[src/verilog/uis_pkg.sv]
// package of register map, field positions and codes for usb interrupt status
package uis_pkg;
   // ===================================================================
   // register offsets (byte addresses on the wishbone bus)
   localparam logic [7:0] MAIN_STATUS_OFS  = 8'h60; // main status word
   localparam logic [7:0] READY_STATUS_OFS = 8'h64; // pipe_ready_status
   localparam logic [7:0] ENABLE_OFS       = 8'h6C; // cause enables
   localparam logic [7:0] RESP_SEL_OFS     = 8'h70; // ctrl pipe response
   localparam logic [7:0] CLK_CTRL_OFS     = 8'h74; // internal clock enable
   // ===================================================================
   // main status field positions
   localparam int BIT_BUS_POWER_CHG = 15;
   localparam int BIT_DEV_STATE_CHG = 12;
   localparam int BIT_CTRL_STAGE_CHG = 11;
   localparam int BIT_EMPTY_SUM     = 10;
   localparam int BIT_NOT_READY_SUM = 9;
   localparam int BIT_READY_SUM     = 8;
   localparam int BIT_POWER_LEVEL   = 7;
   localparam int POS_DEV_STATE     = 4;
   localparam int BIT_SETUP_RCVD    = 3;
   localparam int POS_CTRL_STAGE    = 0;
   // ===================================================================
   // enable register field positions
   localparam int EN_BUS_RESET  = 0;
   localparam int EN_SET_ADDR   = 1;
   localparam int EN_SET_CONFIG = 2;
   localparam int EN_SUSPEND    = 3;
   localparam int EN_WR_STATUS  = 4;
   localparam int EN_RD_STATUS  = 5;
   localparam int EN_CTRL_DONE  = 6;
   localparam int EN_SEQ_ERROR  = 7;
   // ===================================================================
   // reset values
   localparam logic [15:0] READY_RESET  = 16'h0000;
   localparam logic [7:0]  ENABLE_RESET = 8'hFF;
   localparam logic [1:0]  RESP_RESET   = 2'h0;
   // ===================================================================
   // device states
   typedef enum logic [2:0] {
      UIS_POWERED    = 3'b000,
      UIS_DEFAULT    = 3'b001,
      UIS_ADDRESS    = 3'b010,
      UIS_CONFIGURED = 3'b011,
      UIS_SUSPENDED  = 3'b100
   } uis_dev_state_t;
   // control stage codes
   localparam logic [2:0] STG_IDLE      = 3'b000;
   localparam logic [2:0] STG_RD_DATA   = 3'b001;
   localparam logic [2:0] STG_RD_STATUS = 3'b010;
   localparam logic [2:0] STG_WR_DATA   = 3'b011;
   localparam logic [2:0] STG_WR_STATUS = 3'b100;
   localparam logic [2:0] STG_ND_STATUS = 3'b101;
   localparam logic [2:0] STG_SEQ_ERROR = 3'b110;
endpackage

[src/verilog/uis_evt_if.sv]
// interface carrying usb engine events between the top and the tracker
`timescale 1ns/100ps
interface uis_evt_if;
   logic       bus_reset;    // usb bus reset detected
   logic       set_addr;     // set_address executed
   logic       addr_nonzero; // address of set_address nonzero
   logic       set_config;   // set_configuration executed
   logic       cfg_nonzero;  // configuration value nonzero
   logic       suspend;      // suspend detected
   logic       sw_reset;     // software reset
   logic [2:0] dev_state;    // tracked device state
   logic       state_event;  // tracked state changes this cycle
   modport src (output bus_reset, set_addr, addr_nonzero, set_config,
                output cfg_nonzero, suspend, sw_reset,
                input dev_state, state_event);
   modport trk (input bus_reset, set_addr, addr_nonzero, set_config,
                input cfg_nonzero, suspend, sw_reset,
                output dev_state, state_event);
endinterface

[src/verilog/uis_dev_state.sv]
// device state tracker following the usb chapter-9 states
`timescale 1ns/100ps
module uis_dev_state (
   input  wire logic i_clk,
   input  wire logic i_rst,
   uis_evt_if.trk    evt
);
   uis_pkg::uis_dev_state_t state;      // current device state
   uis_pkg::uis_dev_state_t next_state; // next device state

   // next state: earlier causes in this list take precedence
   always_comb begin
      next_state = state;
      if (evt.sw_reset) begin
         next_state = uis_pkg::UIS_POWERED;
      end else if (evt.bus_reset) begin
         next_state = uis_pkg::UIS_DEFAULT;
      end else if (evt.suspend) begin
         next_state = uis_pkg::UIS_SUSPENDED;
      end else if (evt.set_addr) begin
         next_state = evt.addr_nonzero ? uis_pkg::UIS_ADDRESS
                                       : uis_pkg::UIS_DEFAULT;
      end else if (evt.set_config) begin
         next_state = evt.cfg_nonzero ? uis_pkg::UIS_CONFIGURED
                                      : uis_pkg::UIS_ADDRESS;
      end
   end

   // register the state; hardware reset gives powered
   always_ff @(posedge i_clk) begin
      if (i_rst) begin
         state <= uis_pkg::UIS_POWERED;
      end else begin
         state <= next_state;
      end
   end

   assign evt.dev_state   = state;
   assign evt.state_event = (next_state != state); // state moves this cycle
endmodule

[src/verilog/uis_top.sv]
// usb device interrupt status block with wishbone register access
`timescale 1ns/100ps
module uis_top #(
   parameter int PIPES = 7 // control pipe plus pipes 1..6
) (
   input  wire logic             i_clk,
   input  wire logic             i_rst,
   // wishbone slave
   input  wire logic             i_wb_cyc,
   input  wire logic             i_wb_stb,
   input  wire logic             i_wb_we,
   input  wire logic [7:0]       i_wb_adr,
   input  wire logic [3:0]       i_wb_sel,
   input  wire logic [31:0]      i_wb_dat,
   output logic      [31:0]      o_wb_dat,
   output logic                  o_wb_ack,
   // usb engine events, one-cycle pulses; i_ctrl_stage is the held control stage code
   input  wire logic             i_sw_reset,
   input  wire logic             i_bus_reset,
   input  wire logic             i_set_addr,
   input  wire logic             i_addr_nonzero,
   input  wire logic             i_set_config,
   input  wire logic             i_cfg_nonzero,
   input  wire logic             i_suspend,
   input  wire logic             i_setup_done,
   input  wire logic [2:0]       i_ctrl_stage,
   input  wire logic             i_ctrl_done,
   // per-pipe status from the buffer logic; i_bus_power is the bus power level
   input  wire logic [PIPES-1:0] i_pipe_ready_set,
   input  wire logic [PIPES-1:0] i_pipe_empty_over_flags,
   input  wire logic [PIPES-1:0] i_pipe_nak_flags,
   input  wire logic             i_bus_power,
   // outputs
   output logic      [1:0]       o_pipe_response_select,
   output logic                  o_irq
);
   // ===================================================================
   // state declarations
   logic        dev_state_change_flag;      // main status b12
   logic        ctrl_stage_change_flag;     // main status b11
   logic        bus_power_change_flag;      // main status b15
   logic        setup_rcvd;                 // main status b3
   logic        bus_power_prev;             // last power sample
   logic [PIPES-1:0] ready_flags;           // pipe_ready_status
   logic [7:0]  cause_enable;               // per-cause enables
   logic [1:0]  resp_sel;                   // ctrl pipe response select
   logic        clk_on;                     // internal clock enable
   logic [2:0]  stage_prev;                 // last control stage
   logic        next_dev_state_change_flag;
   logic        next_ctrl_stage_change_flag;
   logic        next_bus_power_change_flag;
   logic        next_setup_rcvd;
   logic [PIPES-1:0] next_ready_flags;
   logic [7:0]  next_cause_enable;
   logic [1:0]  next_resp_sel;
   logic        next_clk_on;
   logic [31:0] next_rd;
   logic        next_ack;
   logic        next_irq;
   logic [15:0] main_word;                  // assembled main status
   logic        wr_en;                      // write taken this cycle
   logic        dev_cause;                  // enabled state cause
   logic        stage_cause;                // enabled stage cause

   uis_evt_if evt ();

   // ===================================================================
   // feed the device state tracker
   assign evt.bus_reset    = i_bus_reset;
   assign evt.set_addr     = i_set_addr;
   assign evt.addr_nonzero = i_addr_nonzero;
   assign evt.set_config   = i_set_config;
   assign evt.cfg_nonzero  = i_cfg_nonzero;
   assign evt.suspend      = i_suspend;
   assign evt.sw_reset     = i_sw_reset;

   uis_dev_state u_state (
      .i_clk (i_clk),
      .i_rst (i_rst),
      .evt   (evt)
   );

   // ===================================================================
   // is this word's low byte or high byte written
   function automatic logic lane_on(input logic [3:0] sel, input int b);
      return sel[b];
   endfunction

   // ===================================================================
   // cause decoding and assembled status word
   always_comb begin
      // any enabled state cause
      dev_cause = (i_bus_reset  & cause_enable[uis_pkg::EN_BUS_RESET])
                | (i_set_addr   & cause_enable[uis_pkg::EN_SET_ADDR])
                | (i_set_config & cause_enable[uis_pkg::EN_SET_CONFIG])
                | (i_suspend    & cause_enable[uis_pkg::EN_SUSPEND]);
      // stage causes: setup complete cannot be masked
      // entry into the wr status, rd status and seq error stage codes, and ctrl done
      stage_cause = i_setup_done
         | ((i_ctrl_stage == uis_pkg::STG_WR_STATUS)
            & (stage_prev != uis_pkg::STG_WR_STATUS)
            & cause_enable[uis_pkg::EN_WR_STATUS])
         | ((i_ctrl_stage == uis_pkg::STG_RD_STATUS)
            & (stage_prev != uis_pkg::STG_RD_STATUS)
            & cause_enable[uis_pkg::EN_RD_STATUS])
         | (i_ctrl_done & cause_enable[uis_pkg::EN_CTRL_DONE])
         | ((i_ctrl_stage == uis_pkg::STG_SEQ_ERROR)
            & (stage_prev != uis_pkg::STG_SEQ_ERROR)
            & cause_enable[uis_pkg::EN_SEQ_ERROR]);
      main_word = 16'h0000;
      main_word[uis_pkg::BIT_BUS_POWER_CHG]  = bus_power_change_flag;
      main_word[uis_pkg::BIT_DEV_STATE_CHG]  = dev_state_change_flag;
      main_word[uis_pkg::BIT_CTRL_STAGE_CHG] = ctrl_stage_change_flag;
      main_word[uis_pkg::BIT_EMPTY_SUM] = |i_pipe_empty_over_flags;
      main_word[uis_pkg::BIT_NOT_READY_SUM] = |i_pipe_nak_flags;
      main_word[uis_pkg::BIT_READY_SUM] = |ready_flags;
      main_word[uis_pkg::BIT_POWER_LEVEL] = i_bus_power;
      main_word[uis_pkg::POS_DEV_STATE +: 3] = evt.dev_state;
      main_word[uis_pkg::BIT_SETUP_RCVD] = setup_rcvd;
      main_word[uis_pkg::POS_CTRL_STAGE +: 3] = i_ctrl_stage;
   end

   // ===================================================================
   // register next values, bus access and flag set/clear
   always_comb begin
      wr_en = i_wb_cyc & i_wb_stb & i_wb_we & ~o_wb_ack;
      next_ack = i_wb_cyc & i_wb_stb & ~o_wb_ack;
      next_dev_state_change_flag  = dev_state_change_flag;
      next_ctrl_stage_change_flag = ctrl_stage_change_flag;
      next_bus_power_change_flag  = bus_power_change_flag;
      next_setup_rcvd   = setup_rcvd;
      next_ready_flags  = ready_flags;
      next_cause_enable = cause_enable;
      next_resp_sel     = resp_sel;
      next_clk_on       = clk_on;
      next_rd           = 32'h0000_0000;
      // clears by written zero, only with the clock running
      if (wr_en && clk_on && i_wb_adr == uis_pkg::MAIN_STATUS_OFS) begin
         if (lane_on(i_wb_sel, 1)) begin
            if (!i_wb_dat[uis_pkg::BIT_DEV_STATE_CHG])
               next_dev_state_change_flag = 1'b0;
            if (!i_wb_dat[uis_pkg::BIT_CTRL_STAGE_CHG])
               next_ctrl_stage_change_flag = 1'b0;
            if (!i_wb_dat[uis_pkg::BIT_BUS_POWER_CHG])
               next_bus_power_change_flag = 1'b0;
         end
         if (lane_on(i_wb_sel, 0) && !i_wb_dat[uis_pkg::BIT_SETUP_RCVD])
            next_setup_rcvd = 1'b0;
      end
      // ready bits clear on zero, ignore one
      if (wr_en && clk_on && i_wb_adr == uis_pkg::READY_STATUS_OFS
          && lane_on(i_wb_sel, 0)) begin
         next_ready_flags = ready_flags & i_wb_dat[PIPES-1:0];
      end
      if (wr_en && i_wb_adr == uis_pkg::ENABLE_OFS && lane_on(i_wb_sel, 0))
         next_cause_enable = i_wb_dat[7:0];
      if (wr_en && i_wb_adr == uis_pkg::CLK_CTRL_OFS && lane_on(i_wb_sel, 0))
         next_clk_on = i_wb_dat[0];
      // response select locked while setup flag is set
      if (wr_en && i_wb_adr == uis_pkg::RESP_SEL_OFS
          && lane_on(i_wb_sel, 0) && !setup_rcvd)
         next_resp_sel = i_wb_dat[1:0];
      // hardware sets win over clears
      if (dev_cause) next_dev_state_change_flag = 1'b1;
      if (stage_cause) next_ctrl_stage_change_flag = 1'b1;
      if (i_bus_power != bus_power_prev)
         next_bus_power_change_flag = 1'b1;
      if (i_setup_done) next_setup_rcvd = 1'b1;
      next_ready_flags = next_ready_flags | i_pipe_ready_set;
      // read mux; unmapped reads as zero with ack
      unique case (i_wb_adr)
         uis_pkg::MAIN_STATUS_OFS:  next_rd[15:0] = main_word;
         uis_pkg::READY_STATUS_OFS: next_rd[PIPES-1:0] = ready_flags;
         uis_pkg::ENABLE_OFS:       next_rd[7:0] = cause_enable;
         uis_pkg::RESP_SEL_OFS:     next_rd[1:0] = resp_sel;
         uis_pkg::CLK_CTRL_OFS:     next_rd[0] = clk_on;
         default:                   next_rd = 32'h0000_0000;
      endcase
      // interrupt: setup flag alone raises none
      next_irq = next_dev_state_change_flag | next_ctrl_stage_change_flag
               | next_bus_power_change_flag | (|i_pipe_empty_over_flags)
               | (|i_pipe_nak_flags) | (|next_ready_flags);
   end

   // ===================================================================
   // registers; ready register ignores usb bus reset
   always_ff @(posedge i_clk) begin
      if (i_rst) begin
         dev_state_change_flag  <= 1'b0;
         ctrl_stage_change_flag <= 1'b0;
         bus_power_change_flag  <= 1'b0;
         setup_rcvd   <= 1'b0;
         bus_power_prev <= 1'b0;
         ready_flags  <= uis_pkg::READY_RESET[PIPES-1:0];
         cause_enable <= uis_pkg::ENABLE_RESET;
         resp_sel     <= uis_pkg::RESP_RESET;
         clk_on       <= 1'b1;
         stage_prev   <= uis_pkg::STG_IDLE;
         o_wb_dat     <= 32'h0000_0000;
         o_wb_ack     <= 1'b0;
         o_irq        <= 1'b0;
         o_pipe_response_select <= uis_pkg::RESP_RESET;
      end else begin
         dev_state_change_flag  <= next_dev_state_change_flag;
         ctrl_stage_change_flag <= next_ctrl_stage_change_flag;
         bus_power_change_flag  <= next_bus_power_change_flag;
         setup_rcvd   <= next_setup_rcvd;
         bus_power_prev <= i_bus_power;
         ready_flags  <= i_sw_reset ? uis_pkg::READY_RESET[PIPES-1:0]
                                    : next_ready_flags;
         cause_enable <= next_cause_enable;
         resp_sel     <= next_resp_sel;
         clk_on       <= next_clk_on;
         stage_prev   <= i_ctrl_stage;
         o_wb_dat     <= next_rd;
         o_wb_ack     <= next_ack;
         o_irq        <= next_irq;
         o_pipe_response_select <= next_resp_sel;
      end
   end
endmodule

[config.mk]
export PLATFORM = sky130hd
export DESIGN_NAME = uis_top
export DESIGN_NICKNAME = d
export VERILOG_FILES = /design/src/verilog/uis_pkg.sv /design/src/verilog/uis_evt_if.sv /design/src/verilog/uis_dev_state.sv /design/src/verilog/uis_top.sv
export SDC_FILE = /design/constraint.sdc
export NUM_CORES = 1
export LEC_CHECK = 0
export BUFFER_PORTS_ARGS = -buffer_cell sky130_fd_sc_hd__clkbuf_2
export CAP_MARGIN = 10
export CELL_PAD_IN_SITES_DETAIL_PLACEMENT = 1
export CELL_PAD_IN_SITES_GLOBAL_PLACEMENT = 2
export CORE_ASPECT_RATIO = 1.5
export CORE_MARGIN = 4
export CORE_UTILIZATION = 24
export DETAILED_ROUTE_END_ITERATION = 10
export GPL_TIMING_DRIVEN = 0
export PLACE_DENSITY = 0.81
export SETUP_SLACK_MARGIN = 0.15
export SLEW_MARGIN = 10
export SYNTH_ARGS = -nofsm -noshare
export SYNTH_HDL_FRONTEND = slang
export SYNTH_SLANG_ARGS = --single-unit
[constraint.sdc]
create_clock -name i_clk -period 2.5 [get_ports i_clk]
set_input_delay 0.125 -clock i_clk [delete_from_list [all_inputs] [get_ports i_clk]]
set_output_delay 0.125 -clock i_clk [all_outputs]
set_load 0.05 [all_outputs]
# [After elaboration in Yosys (flattened, before gate mapping)]
# Index checks and enable logic that the tools add are counted.
# W data, S select, Z words.
[op_classes] n_addsub=0 n_mul=0 div_mod_pow=0 order_cmp=0 n_eq_ne=12 shift=0 n_mux=27 n_bitwise=31 n_reduce_logical=28
[ops] operator="$eq A8 B7 Y1 const B" n=5
[ops] operator="$reduce_or A7 Y1" n=4
[ops] operator="$mux W1" n=17
[ops] operator="$and A1 B1 Y1" n=15
[ops] operator="$pmux W5 S3" n=1
[ops] operator="$logic_and A1 B1 Y1" n=12
[ops] operator="$or A1 B1 Y1" n=12
[ops] operator="$mux W3" n=3
[ops] operator="$mux W8" n=1
[ops] operator="$and A7 B7 Y7" n=1
[ops] operator="$mux W7" n=1
[ops] operator="$or A7 B7 Y7" n=1
[ops] operator="$eq A3 B3 Y1 const B" n=2
[ops] operator="$ne A3 B3 Y1 const B" n=2
[ops] operator="$reduce_bool A2 Y1" n=3
[ops] operator="$pmux W1 S5" n=1
[ops] operator="$pmux W1 S4" n=1
[ops] operator="$reduce_bool A4 Y1" n=1
[ops] operator="$reduce_or A2 Y1" n=2
[ops] operator="$reduce_or A4 Y1" n=1
[ops] operator="$eq A3 B2 Y1 const B" n=1
[ops] operator="$ne A3 B2 Y1 const B" n=1
[ops] operator="$reduce_bool A3 Y1" n=1
[ops] operator="$reduce_or A3 Y1" n=1
[ops] operator="other kinds (6)" n=8
[totals] ff_bits=63 latchBits=0 mem_bits_rw=0 rom_bits=0 input_bits=83 elab_cells=116 n_memories=0

# [Longest topological paths before layout]
[logic_depth] depth_word=13 mapped_depth=8 depth_no_buf=5

# [Cells and area by module]
# From an unflattened synthesis, not the netlist that was laid out.
[unflattened] cells_unflattened=264 area_unflattened_um2=2269.7
[by_module_without_submodules] module="uis_top" n_inst=1 cells_per_inst=236 area_per_inst_um2=2040.7 seq_area_each_um2=840.8
[by_module_without_submodules] module="uis_dev_state" n_inst=1 cells_per_inst=28 area_per_inst_um2=229.0 seq_area_each_um2=60.1

# [Least setup slack after synthesis]
# No wires, ideal clock.
[synth_timing] path_type="register to register" from="register o_wb_ack" to="register o_irq" setup_ns=0.139 t_arrival_ns=2.299 required_time_ns=2.361 slack_ns=0.062 stages_incl_launch_ff=8 n_path_buf=2 path_cell_list="dfxtp_1 or4b_1 buf_2 or4_4 buf_6 o21a_1 nor4_2 a41oi_1"
[synth_via] elab_chain_cells=11
[synth_lines] element="start, declared" line_no="uis_top.sv:16" source="output logic o_wb_ack,"
[synth_lines] element="start signal, assigned" line_no="uis_top.sv:216" source="o_wb_ack <= next_ack;"
[synth_lines] element="$not A1 Y1 (*)" line_no="uis_top.sv:126" source="wr_en = i_wb_cyc & i_wb_stb & i_wb_we & ~o_wb_ack;"
[synth_lines] element="$and A1 B1 Y1 (*)" line_no="uis_top.sv:126"
[synth_lines] element="$logic_and A1 B1 Y1 (*)" line_no="uis_top.sv:138, uis_top.sv:151"
[synth_lines] element="$logic_and A1 B1 Y1" line_no="uis_top.sv:138" source="if (wr_en && clk_on && i_wb_adr == uis_pkg::MAIN_STATUS_OFS) begin"
[synth_lines] element="$mux W1" line_no="uis_top.sv:138"
[synth_lines] element="$mux W1, on equally long branches" line_no="uis_top.sv:164, uis_top.sv:165"
[synth_lines] element="$or A1 B1 Y1" line_no="uis_top.sv:180" source="next_irq = next_dev_state_change_flag | next_ctrl_stage_change_flag"
[synth_lines] element="$or A1 B1 Y1 (2 in series)" line_no="uis_top.sv:181" source="| next_bus_power_change_flag | (|i_pipe_empty_over_flags)"
[synth_lines] element="$or A1 B1 Y1" line_no="uis_top.sv:182" source="| (|i_pipe_nak_flags) | (|next_ready_flags);"
[synth_lines] element="$or A1 B1 Y1 (*)" line_no="uis_top.sv:182"
[synth_lines] element="end signal, assigned" line_no="uis_top.sv:217" source="o_irq <= next_irq;"
[synth_lines] element="end, declared" line_no="uis_top.sv:35" source="output logic o_irq"
# Every way passes the cells marked *; elsewhere a longest branch is shown, timed or not.
# A chain may end at the register's enable or synchronous reset.

# [Final worst setup path]
# Same ends and word-level chain as after synthesis.

==> metrics.txt <==
commonest non-fill, non-tap cell in the layout=clkbuf_2; CTS max path bufs=2; endpoints failing setup=0; Syn-to-layout area delta=37.6%; clk sinks=45; Initial Util=24.4%; hold path cells=2; num rows=42; crit path cell chain=or4b_4, buf_6, or4_4, buf_6, o21a_4, nor4_4, a41oi_2; P_leak=1.34 nW; clock-pin slew on the worst setup and hold paths=60 ps; Min Hold Slack=56.5 ps; top cell type's share of synthesized area=42.0%; CTS root buf=clkbuf_16; CTS Buf Count=5; clock share of power=39.2%; setup TNS=0 ps; number of flops mapped to enable cells by yosys=0; synth unique cells=42; Hold WC Path Type=in -> reg; Slew Limit Fails=0; Final Hold Fails=0; min setup slack post-route=160 ps; clock latency at the later pin of the worst-skew pair=290 ps; CTS tree=built; final non-filler cell total=462; startpoint types=register; GRT Overall Usage=13.7%; total routed wirelength=7.21 mm; sw frac=26.6%; Seq cells post-synth=45; Max VDD drop=0.289 mV; Critical Path RT=2650 ps; Sequential Area=902 µm²; Mapped Area=2140 µm²; Tot Pwr=1.68 mW; outcome=complete, no violations; slowest stage delay, CP=480 ps; num ports=119; worst slew pin tran=554 ps; fraction of layout cells with a size suffix above 1=35.5%; power per cell area=569 nW/µm²; period utilization=93.6%; DP HPWL=5.93 mm; share of synthesized registers carrying an async set or reset=0%; vias in the first global route=2,322; diode count=0; area of the multi-input gates=1120 µm²; Critical Path End Type=register; Rel. slew slack=63.0%; Die Width=85.2 µm; Starting DRT DRC Count=91; # DRC=0; global-route wire length before repair=11.4 mm; Peak Freq=427 MHz; Syn Inst Count=246; commonest non-fill, non-tap cells in the layout=clkbuf_2 (77), dfxtp_1 (44), nor2_1 (34); CP max stage cell=or4b_4; Final Skew=4.93 ps; die area=10,500 µm²; hold_buf cts=0; Overflow after GRT=0; die height=124 µm; Worst Path Max Fanout=6; clock period minus worst slack=2340 ps; DR vias/cell=4.66; Layout fillers=1,111; sequential-to-total area share from yosys stat=42.0%; cell mode on critical path=buf_6; Max Cap Viol=0; depth of the most critical reg-to-reg path=7; initial antenna violation count=0; Arrival @ worst endpoint=2490 ps; nets=435; sequential share of power=44.6%; pre-CTS setup slack=103 ps; Routed Antenna Nets=0; Most used DFF post-synth=dfxtp_1; buffers added on ports=77; largest net degree at the start of global routing=13; dpl cells=450; NetSw=0.447 mW; GPL Wtd Cong=0.782; area leader, netlist=dfxtp_1; Area contributors post-synth=dfxtp_1 (42%), buf_4 (6.7%), nor2_1 (6.0%); unrepaired setup endpoints after global routing=true; crit path kind=reg -> reg; H-tree levels=2; Placeable Area=8780 µm²; mean post-synth cell area=8.72 µm²; drt wl/cell=15.6 µm; Comb pwr share=16.2%; Vias=2,154; TritonRoute pass-1 iters=4; synth warn=0; internal power=1.23 mW
[metal layers]
layer / vias up / share of wire [%] / track usage, %
met5: - / 0 / 0
met4: 0 / 0.76 / 4.26
met3: 4 / 4.3 / 2.78
met2: 52 / 57 / 26.8
met1: 1043 / 38 / 14.6
li1: 1055 / - / -
[cell usage after synthesis (all sizes together) (2+ instances only)]
cell type and instances:
a211o 8, a211oi 3, a21oi 14, a22oi 8
a31oi 3, and3 3, and4b 2, buf 22
clkbuf 8, dfxtp 45, inv 7, mux2 6
mux2i 4, nand2 10, nand2b 2, nand3 5
nand3b 2, nand4b 2, nor2 34, nor2b 14
nor3 5, nor4 9, nor4b 2, o2111ai 2
o21a 3, o21ai 8, or2 2, or4 4
or4b 2
[worst paths after layout]
| check | start | end | slack (ps) |
|---|---|---|---|
| min reg2reg | bus_power_change_flag | o_wb_dat[15] | 490 |
| max reg2reg | o_wb_ack | o_irq | 160 |
| min | i_wb_dat[7] | cause_enable[7] | 60 |
| max | o_wb_ack | o_irq | 160 |
[flip-flops by register name (all words and copies together), names as in the netlist]
signal,count
o_wb_dat,14
cause_enable,8
ready_flags,7
stage_prev,3
u_state.evt.dev_state,3
resp_sel,2
bus_power_change_flag,1
bus_power_prev,1
clk_on,1
ctrl_stage_change_flag,1
dev_state_change_flag,1
o_irq,1
o_wb_ack,1
setup_rcvd,1
[worst max-delay path: cells and delay by family, from the launching register on]
kind / cells / cell delay (ps)
AOI/OAI and AO/OA: 2 / 360
buffers and inverters: 2 / 290
DFF: 1 / 320
and+or+nand+nor: 3 / 1230
[what timing repair did]
| item | 4_1_cts | 5_1_grt |
|---|---|---|
| gates resized for setup | 5 | 2 |
| endpoints found under the setup margin | 3 | 3 |
| hold endpoints to repair | 0 | 0 |
| buffers inserted | 4 | 1 |
| pin swaps | 2 | 5 |
| gates cloned | 0 | 0 |
[layout make-up]
class	instances	area share, %
Buffer	30	6.79
Clock buffer	7	4.83
Inverter	7	0.891
Multi-Input combinational cell	181	37.9
Sequential cell	45	30.6
Tap cell	110	4.66
Timing Repair Buffer	82	14.3
[per-stage QoR]
stage / area, µm² / util (%)
4_1_cts: 2930 / 33.4
3_3_place_gp: 2730 / 31.1
2_1_floorplan: 2210 / -
5_1_grt: 2950 / 33.6
3_5_place_dp: 2730 / 31.1
6_report: 2950 / 33.6
[power groups by stage]
stage	logic, mW	clock network (mW)	registers (mW)
global placement	0.259	0	0.762
finish	0.272	0.658	0.747
CTS	0.270	0.678	0.747
floorplan	0.161	0	0.766
detailed placement	0.262	0	0.763
global route	0.297	0.698	0.748
[cells by family (layout without fill, tap and decap cells)]
kind of cell / count (synthesis) / count (layout) / synth area share [%]
and+or+nand+nor: 100 / 100 / 25.8
AOI/OAI and AO/OA: 52 / 52 / 16.3
DFF: 45 / 45 / 42.0
buffers and inverters: 37 / 126 / 10.3
muxes: 10 / 10 / 5.02
other: 1 / 18 / 0.175
xor gates and xnor gates: 1 / 1 / 0.408
(Power assumes the default switching activity.)
